==> src/hw/ssp_map.svh <==
// Functional notes
// - A complete received byte is copied to the data buffer and sets the flag.
// - A data buffer write loads buffer and shift register together; a byte completed in the same cycle takes the buffer instead.
// - The shift register is reached by software only through the data buffer.
// - Control register fully read/write; status low six read-only, top two read/write.
// - Master drives the serial clock; slave takes it from the master.
// - Polarity sets clock idle level; edge bit picks the output-change edge.
// - Sample bit picks input sampling at middle or end of output time, as master only; slave samples at the middle.
// - Clock rate used only as master; slave-select mode only as slave.
// - Enable hands data-in, data-out, clock and select pins to the port.
// - A pin direction opposite to the needed one disables that function, except the slave clock input, which is taken whatever its direction.
// - In one master mode the address register sets the clock rate.
`ifndef SSP_MAP_SVH
`define SSP_MAP_SVH
`define SSP_CON_EN_BIT 5
`define SSP_CON_CKP_BIT 4
`define SSP_STAT_SMP_BIT 7
`define SSP_STAT_CKE_BIT 6
`define SSP_STAT_BF_BIT 0
`define SSP_MODE_M4 4'h0
`define SSP_MODE_M16 4'h1
`define SSP_MODE_M64 4'h2
`define SSP_MODE_BAUD 4'hA
`define SSP_MODE_SL_SS 4'h4
`define SSP_MODE_SL 4'h5
`define SSP_CON_RESET 8'h00
`define SSP_STAT_RESET 8'h00
`define SSP_BIT_COUNT 4'h8
`endif

==> src/hw/ssp_pkg.sv <==
`default_nettype none
package ssp_pkg;
    typedef enum logic [2:0] {
        SSP_IDLE = 3'b001,
        SSP_RUN = 3'b010,
        SSP_DONE = 3'b100
    } ssp_state_e;
    typedef logic [7:0] ssp_byte_t;
endpackage
`default_nettype wire

==> src/hw/ssp_core.sv <==
`timescale 1ns/1ps
`default_nettype none
`include "ssp_map.svh"
module ssp_core
    import ssp_pkg::*;
(
    // Clock and reset
    input wire logic i_clk,
    input wire logic i_resetn,
    // Software access
    input wire logic i_con_wr,
    input wire logic i_stat_wr,
    input wire logic i_buf_wr,
    input wire logic i_buf_rd,
    input wire logic i_addr_wr,
    input wire logic i_flag_clr,
    input wire logic [7:0] i_wdata,
    output logic [7:0] o_serial_control_reg1,
    output logic [7:0] o_serial_status_reg,
    output logic [7:0] o_serial_data_buffer,
    output logic [7:0] o_serial_addr_baud_reg,
    output logic o_serial_irq_flag,
    // Pin directions, 1 = input
    input wire logic i_dir_sdi,
    input wire logic i_dir_sdo,
    input wire logic i_dir_sck,
    input wire logic i_dir_ss,
    // Serial pins
    input wire logic i_sck,
    output logic o_sck,
    output logic o_sck_oe,
    input wire logic i_sdi,
    output logic o_sdo,
    output logic o_sdo_oe,
    input wire logic i_ss_n
);
    logic [7:0] con_reg;
    logic [1:0] stat_hi_reg;
    logic bf_reg;
    ssp_byte_t buf_reg;
    ssp_byte_t sr_reg;
    logic [7:0] addr_reg;
    logic flag_reg;
    ssp_state_e state_reg;
    logic [3:0] bits_reg;
    logic phase_reg;
    logic sck_reg;
    logic sdo_reg;
    logic sdi_bit_reg;
    logic sck_s;
    logic sdi_s;
    logic ss_s;
    logic sck_d_reg;
    logic tick;
    logic en;
    logic master;
    logic ckp;
    logic cke;
    logic smp;
    logic [3:0] mode;
    logic done;
    logic sdi_in;

    assign en = con_reg[`SSP_CON_EN_BIT];
    assign ckp = con_reg[`SSP_CON_CKP_BIT];
    assign mode = con_reg[3:0];
    assign smp = stat_hi_reg[1];
    assign cke = stat_hi_reg[0];
    assign master = (mode == `SSP_MODE_M4) || (mode == `SSP_MODE_M16) ||
                    (mode == `SSP_MODE_M64) || (mode == `SSP_MODE_BAUD);

    ssp_sync u_sync_sck (.i_clk(i_clk), .i_resetn(i_resetn), .i_d(i_sck), .o_q(sck_s));
    ssp_sync u_sync_sdi (.i_clk(i_clk), .i_resetn(i_resetn), .i_d(i_sdi), .o_q(sdi_s));
    ssp_sync u_sync_ss (.i_clk(i_clk), .i_resetn(i_resetn), .i_d(i_ss_n), .o_q(ss_s));
    // Data-in pin given to another function reads as zero
    assign sdi_in = sdi_s && i_dir_sdi;

    ssp_baud u_baud (
        .i_clk(i_clk),
        .i_resetn(i_resetn),
        .i_run(en && master && (state_reg == SSP_RUN)),
        .i_mode(mode),
        .i_reload(addr_reg),
        .o_tick(tick)
    );

    // Slave clock edges; leading edge leaves idle level
    logic s_lead;
    logic s_trail;
    logic s_sel;
    assign s_sel = (mode != `SSP_MODE_SL_SS) || !i_dir_ss || !ss_s;
    assign s_lead = (sck_s != sck_d_reg) && (sck_s != ckp);
    assign s_trail = (sck_s != sck_d_reg) && (sck_s == ckp);

    // Output-change and sample events, per CKE and SMP
    logic ev_lead;
    logic ev_trail;
    logic ev_shift;
    logic ev_samp;
    assign ev_lead = master ? (tick && !phase_reg) : (s_lead && s_sel);
    assign ev_trail = master ? (tick && phase_reg) : (s_trail && s_sel);
    assign ev_shift = cke ? ev_trail : ev_lead;
    assign ev_samp = (master && smp) ? ev_shift : (cke ? ev_lead : ev_trail);
    assign done = (state_reg == SSP_RUN) && ev_trail && (bits_reg == `SSP_BIT_COUNT - 4'h1);

    // Control registers
    always_ff @(posedge i_clk or negedge i_resetn) begin
        if (!i_resetn) begin
            con_reg <= `SSP_CON_RESET;
            stat_hi_reg <= 2'b00;
            addr_reg <= 8'h00;
        end else begin
            if (i_con_wr) begin
                con_reg <= i_wdata;
            end
            if (i_stat_wr) begin
                stat_hi_reg <= i_wdata[7:6];
            end
            if (i_addr_wr) begin
                addr_reg <= i_wdata;
            end
        end
    end

    // Transfer sequencer
    always_ff @(posedge i_clk or negedge i_resetn) begin
        if (!i_resetn) begin
            state_reg <= SSP_IDLE;
            bits_reg <= 4'h0;
            phase_reg <= 1'b0;
        end else if (!en) begin
            state_reg <= SSP_IDLE;
            bits_reg <= 4'h0;
            phase_reg <= 1'b0;
        end else begin
            case (state_reg)
                SSP_IDLE: begin
                    bits_reg <= 4'h0;
                    phase_reg <= 1'b0;
                    if (i_buf_wr || (!master && s_lead && s_sel)) begin
                        state_reg <= SSP_RUN;
                    end
                end
                SSP_RUN: begin
                    if (master && tick) begin
                        phase_reg <= !phase_reg;
                    end
                    if (ev_trail) begin
                        bits_reg <= bits_reg + 4'h1;
                    end
                    if (done) begin
                        state_reg <= SSP_DONE;
                    end
                end
                SSP_DONE: state_reg <= SSP_IDLE;
                default: state_reg <= SSP_IDLE;
            endcase
        end
    end

    // Shift register, buffer and flags
    always_ff @(posedge i_clk or negedge i_resetn) begin
        if (!i_resetn) begin
            sr_reg <= 8'h00;
            buf_reg <= 8'h00;
            bf_reg <= 1'b0;
            flag_reg <= 1'b0;
            sdo_reg <= 1'b0;
            sdi_bit_reg <= 1'b0;
            sck_d_reg <= 1'b0;
        end else begin
            sck_d_reg <= sck_s;
            if (ev_samp && state_reg != SSP_DONE) begin
                sdi_bit_reg <= sdi_in;
            end
            if (i_buf_wr) begin
                buf_reg <= i_wdata;
                sr_reg <= i_wdata;
                sdo_reg <= i_wdata[7];
            end else if (state_reg == SSP_RUN && ev_shift && !(cke == 1'b0 && bits_reg == 4'h0 && !phase_reg)) begin
                sr_reg <= {sr_reg[6:0], sdi_bit_reg};
                sdo_reg <= sr_reg[6];
            end
            if (done) begin
                buf_reg <= cke ? {sr_reg[6:0], sdi_bit_reg} : {sr_reg[6:0], (ev_samp ? sdi_in : sdi_bit_reg)};
                bf_reg <= 1'b1;
            end else if (i_buf_rd) begin
                bf_reg <= 1'b0;
            end
            if (done) begin
                flag_reg <= 1'b1;
            end else if (i_flag_clr) begin
                flag_reg <= 1'b0;
            end
        end
    end

    // Pin drive
    always_ff @(posedge i_clk or negedge i_resetn) begin
        if (!i_resetn) begin
            sck_reg <= 1'b0;
            o_sck <= 1'b0;
            o_sck_oe <= 1'b0;
            o_sdo <= 1'b0;
            o_sdo_oe <= 1'b0;
        end else begin
            if (state_reg != SSP_RUN) begin
                sck_reg <= ckp;
            end else if (master && tick) begin
                sck_reg <= !sck_reg;
            end
            o_sck <= sck_reg;
            o_sck_oe <= en && master && !i_dir_sck;
            o_sdo <= sdo_reg;
            o_sdo_oe <= en && !i_dir_sdo && (master || s_sel);
        end
    end

    // Register views
    always_ff @(posedge i_clk or negedge i_resetn) begin
        if (!i_resetn) begin
            o_serial_control_reg1 <= `SSP_CON_RESET;
            o_serial_status_reg <= `SSP_STAT_RESET;
            o_serial_data_buffer <= 8'h00;
            o_serial_addr_baud_reg <= 8'h00;
            o_serial_irq_flag <= 1'b0;
        end else begin
            o_serial_control_reg1 <= con_reg;
            o_serial_status_reg <= {stat_hi_reg, 5'h00, bf_reg};
            o_serial_data_buffer <= buf_reg;
            o_serial_addr_baud_reg <= addr_reg;
            o_serial_irq_flag <= flag_reg;
        end
    end
endmodule // ssp_core
`default_nettype wire

==> src/hw/ssp_sync.sv <==
`timescale 1ns/1ps
`default_nettype none
module ssp_sync (
    // Clock and reset
    input wire logic i_clk,
    input wire logic i_resetn,
    // Async level
    input wire logic i_d,
    output logic o_q
);
    logic meta_reg;
    always_ff @(posedge i_clk or negedge i_resetn) begin
        if (!i_resetn) begin
            meta_reg <= 1'b0;
            o_q <= 1'b0;
        end else begin
            meta_reg <= i_d;
            o_q <= meta_reg;
        end
    end
endmodule // ssp_sync
`default_nettype wire

==> src/hw/ssp_baud.sv <==
`timescale 1ns/1ps
`default_nettype none
`include "ssp_map.svh"
module ssp_baud
    import ssp_pkg::*;
(
    // Clock and reset
    input wire logic i_clk,
    input wire logic i_resetn,
    // Control
    input wire logic i_run,
    input wire logic [3:0] i_mode,
    input wire logic [7:0] i_reload,
    // Half-period tick
    output logic o_tick
);
    logic [7:0] cnt_reg;
    logic [7:0] limit;
    always_comb begin
        case (i_mode)
            `SSP_MODE_M4: limit = 8'h00;
            `SSP_MODE_M16: limit = 8'h03;
            `SSP_MODE_M64: limit = 8'h0F;
            `SSP_MODE_BAUD: limit = i_reload;
            default: limit = 8'h00;
        endcase
    end
    always_ff @(posedge i_clk or negedge i_resetn) begin
        if (!i_resetn) begin
            cnt_reg <= 8'h00;
            o_tick <= 1'b0;
        end else if (!i_run) begin
            cnt_reg <= 8'h00;
            o_tick <= 1'b0;
        end else if (cnt_reg >= limit) begin
            cnt_reg <= 8'h00;
            o_tick <= 1'b1;
        end else begin
            cnt_reg <= cnt_reg + 8'h01;
            o_tick <= 1'b0;
        end
    end
endmodule // ssp_baud
`default_nettype wire

==> config.mk <==
export PLATFORM = sky130hd
export DESIGN_NAME = ssp_core
export DESIGN_NICKNAME = d
export VERILOG_FILES = /design/src/hw/ssp_pkg.sv /design/src/hw/ssp_core.sv /design/src/hw/ssp_sync.sv /design/src/hw/ssp_baud.sv
export VERILOG_INCLUDE_DIRS = /design/src /design/src/hw
export SDC_FILE = /design/constraint.sdc
export NUM_CORES = 1
export LEC_CHECK = 0
export ABC_AREA = 1
export BUFFER_PORTS_ARGS = -buffer_cell sky130_fd_sc_hd__buf_2
export CAP_MARGIN = 20
export CORE_MARGIN = 2
export CORE_UTILIZATION = 55
export DETAILED_ROUTE_END_ITERATION = 6
export PLACE_DENSITY = 0.77
export SLEW_MARGIN = 20
export SYNTH_ARGS = -nofsm -noshare
export SYNTH_HDL_FRONTEND = slang
export SYNTH_HIERARCHICAL = 1
export SYNTH_SLANG_ARGS = --single-unit
==> constraint.sdc <==
create_clock -name i_clk -period 2.1 [get_ports i_clk]
set_clock_uncertainty 0.1 [all_clocks]
set_input_delay 0.21 -clock i_clk [delete_from_list [all_inputs] [get_ports i_clk]]
set_output_delay 0.21 -clock i_clk [all_outputs]
set_load 0.01 [all_outputs]
==> impl_table.tex <==
\begin{tabular}{lr}
\hline
Metric & Value \\
\hline
\multicolumn{2}{l}{\textbf{Drt}} \\
Routed wire length & about 7.9 mm \\
Remaining DRCs & 0 \\
DR vias & 2961 \\
Post-detailed-route via-to-cell ratio & just over 5 \\
Number of iterations in the first detailed-routing pass & 4 \\
Count of nets left with antenna violations after detail routing & 0 \\
Average wire per cell in the routed design & 13.48 um \\
Count of routing violations after the opening detailed-route iteration & around 140 \\
\multicolumn{2}{l}{\textbf{Job}} \\
MaxCap Viol Count & 0 \\
\multicolumn{2}{l}{\textbf{Power}} \\
P per Cell Area & 795.3 nW/um\^{}2 \\
Leakage power total & 2.434 nW \\
Net switching share of the total power & 0.3040 \\
Combinational power share & 0.165 \\
P\_int & around 2.7 mW \\
Total power after layout & roughly 3.8 mW \\
Clock power frac & 0.295 \\
Register share of total power & 0.539 \\
Switching pwr & between 1 and 1.5 mW \\
Max VDD drop & about 530 uV \\
\multicolumn{2}{l}{\textbf{STA}} \\
Fin. max-slew vios & 0 \\
Final critical-path share of the clock period & 0.9828 \\
Sum of negative setup slack & 0 ns \\
Unrepaired setup endpoints after global routing & yes \\
Final Worst Setup Slack & between 0.03 and 0.04 ns \\
Max frequency & around 0.48 GHz \\
Number of endpoints with negative hold slack in the final report & 0 \\
Final period demand of the worst path & $\sim$2.1 ns \\
Final-layout worst hold slack & between 0.005 and 0.006 ns \\
Number of setup violations in the final report & 0 \\
\multicolumn{2}{l}{\textbf{Layout}} \\
Share of the core filled with cells & 0.6767 \\
Area used by sequential logic in the layout & 2355 um\^{}2 \\
Antenna cell count & 0 \\
Fillers & 569 \\
Share of final-layout standard cells stronger than drive strength 1 & 0.2766 \\
Final Instance Count excl. Fillers & between 500 and 600 \\
Net count of the finished layout & roughly 520 \\
P\&R area growth vs syn & 20.78\% \\
Area used by multi-input combinational logic & 1544 um\^{}2 \\
Post-Layout Inst Area & between 4000 and 5000 um\^{}2 \\
\multicolumn{2}{l}{\textbf{Die}} \\
Die extent in y & between 80 and 90 um \\
Die width & 89.27 um \\
Std cell rows & 31 \\
DIE AREA & between 7000 and 8000 um\^{}2 \\
Starting density of the core & 0.5603 \\
Total core area & 7137 um\^{}2 \\
Io pins & 60 \\
\multicolumn{2}{l}{\textbf{Worst setup path}} \\
Category of the worst setup path capture point & flop \\
Critical path arrival & approximately 2.3 ns \\
Endpoint required time on the critical path & 2.30 ns \\
Kind of launch point of the worst setup path & flop \\
Number of cells on the worst reg-to-reg path & 11 \\
Largest fanout of any net on the critical path & 8 \\
Classification of the worst setup path & flop to flop \\
\multicolumn{2}{l}{\textbf{Synthesis}} \\
Synthesized instance count & 403 \\
Share of synthesized registers carrying an async set or reset & 1.000 \\
Total of flip-flops plus latches after synthesis & 94 \\
Netlist Area Pre-Place & between 3000 and 4000 um\^{}2 \\
Syn\_area\_per\_cell & 9.923 um\^{}2 \\
Share of the yosys chip area belonging to registers & 0.5885 \\
Number of unique standard cell types used by synthesis & 36 \\
Count of flip-flops with a built-in enable after synthesis & 0 \\
Predominant post-synthesis flop cell & dfrtp\_1 \\
Count of synthesis-stage warnings from yosys & 6 \\
\multicolumn{2}{l}{\textbf{Global routing}} \\
Global-route usage over all layers & 0.2136 \\
First-pass GRT wire length & 12.85 mm \\
Number of global-route vias before repair & around 2800 \\
Gr ovfl total & 0 \\
Largest net degree at the start of global routing & 36 \\
Initial antenna violation count & 0 \\
\multicolumn{2}{l}{\textbf{Outcome}} \\
Status & finished, final reports clean \\
\multicolumn{2}{l}{\textbf{Placement}} \\
Count of port buffers added during placement & 54 \\
Setup Slack @ Placement & 0.005752 ns \\
Area after detailed placement & approximately 4400 um\^{}2 \\
Global placer's final weighted congestion & around 0.88 \\
Count of placed standard cells including taps & approximately 550 \\
Total half-perimeter wirelength after legalization and detailed placement & about 5.5 mm \\
\multicolumn{2}{l}{\textbf{CTS}} \\
Number of buffers inserted during clock tree synthesis & 9 \\
Worst-path clk slew & approximately 0.1 ns \\
Maximum level of the CTS H-tree & 3 \\
Buffer levels on the longest clock path & 2 \\
TritonCTS clock tree & done \\
Number of sinks driven by the clock tree & 94 \\
Clock latency at the later pin of the worst-skew pair & 0.37 ns \\
CTS root buf & clkbuf\_8 \\
\multicolumn{2}{l}{\textbf{Min path}} \\
Worst min-delay path class & input port to flop \\
Cells on Worst Hold Path & 3 \\
\hline
\end{tabular}
## kinds of logic (layout without fill, tap and decap cells)
logic type / Yosys count / in the layout / share of synthesized area
other cells: 1 / 5 / 0.0009378
compound gates: 43 / 43 / 0.06227
mux: 8 / 8 / 0.02253
fa+ha+maj: 11 / 11 / 0.03442
flops: 94 / 94 / 0.5885
xor+xnor: 6 / 6 / 0.01314
buf+inv: 50 / 131 / 0.05382
simple gates: 190 / 190 / 0.2243
## power groups by stage
stage / clock, mW / sequential, mW / combinational [mW]
finish: 1.13 / 2.07 / 0.635
CTS: 1.16 / 2.07 / 0.597
global placement: 0 / 2.10 / 0.562
floorplan: 0 / 2.11 / 0.358
global route: 1.23 / 2.09 / 0.720
detailed placement: 0 / 2.10 / 0.579
## critical path, stage by stage (launching register included)
cell      delay (ns)
dfrtp_2         0.48
nor2_4          0.11
nand3b_1        0.09
inv_2           0.14
buf_4           0.13
nand2_1         0.04
ha_1            0.29
nand2_1         0.09
nor2_1          0.06
nor2_2          0.15
nand3_4         0.17
nor2_2          0.15
## cell usage in the layout (no fill, tap or decap), types with 2 or more instances in the layout
| cell | count |
|---|---|
| inv_8 | 2 |
| inv_6 | 2 |
| dfrtp_1 | 92 |
| clkbuf_8 | 9 |
| buf_2 | 53 |
| nand2_1 | 103 |
| o21ai_1 | 9 |
| nor3_1 | 4 |
| nand3_2 | 2 |
| nand3b_1 | 2 |
| nor2_4 | 5 |
| nand2_2 | 6 |
| nand2_8 | 2 |
| nand3_1 | 25 |
| nor2_1 | 20 |
| buf_4 | 11 |
| conb_1 | 5 |
| inv_1 | 31 |
| clkinv_4 | 2 |
| o21ai_0 | 14 |
| nor3_2 | 2 |
| xor2_1 | 3 |
| a21oi_1 | 13 |
| nand4_1 | 5 |
| nor2_2 | 6 |
| inv_2 | 8 |
| dlygate4sd3_1 | 10 |
| xnor2_1 | 3 |
| ha_1 | 10 |
| nand2_4 | 3 |
| mux2_2 | 8 |
## cell usage after synthesis (6+ instances only)
cell,count,share of area
o21ai_0,15,0.019
inv_1,34,0.032
o21ai_1,8,0.010
inv_2,6,0.0056
nand2_1,108,0.10
nor2_1,28,0.026
nand3_1,25,0.031
a21oi_1,14,0.018
mux2_2,8,0.023
dfrtp_1,93,0.58
ha_1,11,0.034
## path summary, 6_finish.rpt
check                                    from                 to  slack (ns)
setup / recovery                   con_reg[0]  u_baud/cnt_reg[2]        0.04
hold / removal                     i_wdata[4]          sr_reg[4]       0.006
setup reg to reg                   con_reg[0]  u_baud/cnt_reg[2]        0.04
hold reg to reg            u_sync_ss/meta_reg      u_sync_ss/o_q        0.26
max in group asynchronous            i_resetn         con_reg[0]        1.04
min in group asynchronous            i_resetn          sr_reg[6]        0.24
## timing repair
action                                  CTS  global route
pin swaps                                 0            17
endpoints found under the setup margin    3            13
hold buffers                             10             0
setup buffers                             0             7
gates resized for setup                   1            27
hold endpoints to repair                 41             0
## cell type report
class | instances | share of cell area
Inverter | 40 | 0.03161
Multi-Input combinational cell | 263 | 0.3197
Timing Repair Buffer | 75 | 0.09689
Clock buffer | 9 | 0.02565
Sequential cell | 94 | 0.4876
Tap cell | 99 | 0.02565
Clock inverter | 7 | 0.01295
## per-layer routing
layer  vias up  share of wire  GRT usage
li1       1452              -          -
met1      1448           0.45     0.2966
met2        51           0.50     0.3360
met3        10          0.033    0.04432
met4         0          0.014    0.07734
met5         -              0          0
Power figures use the tool's default switching activity.
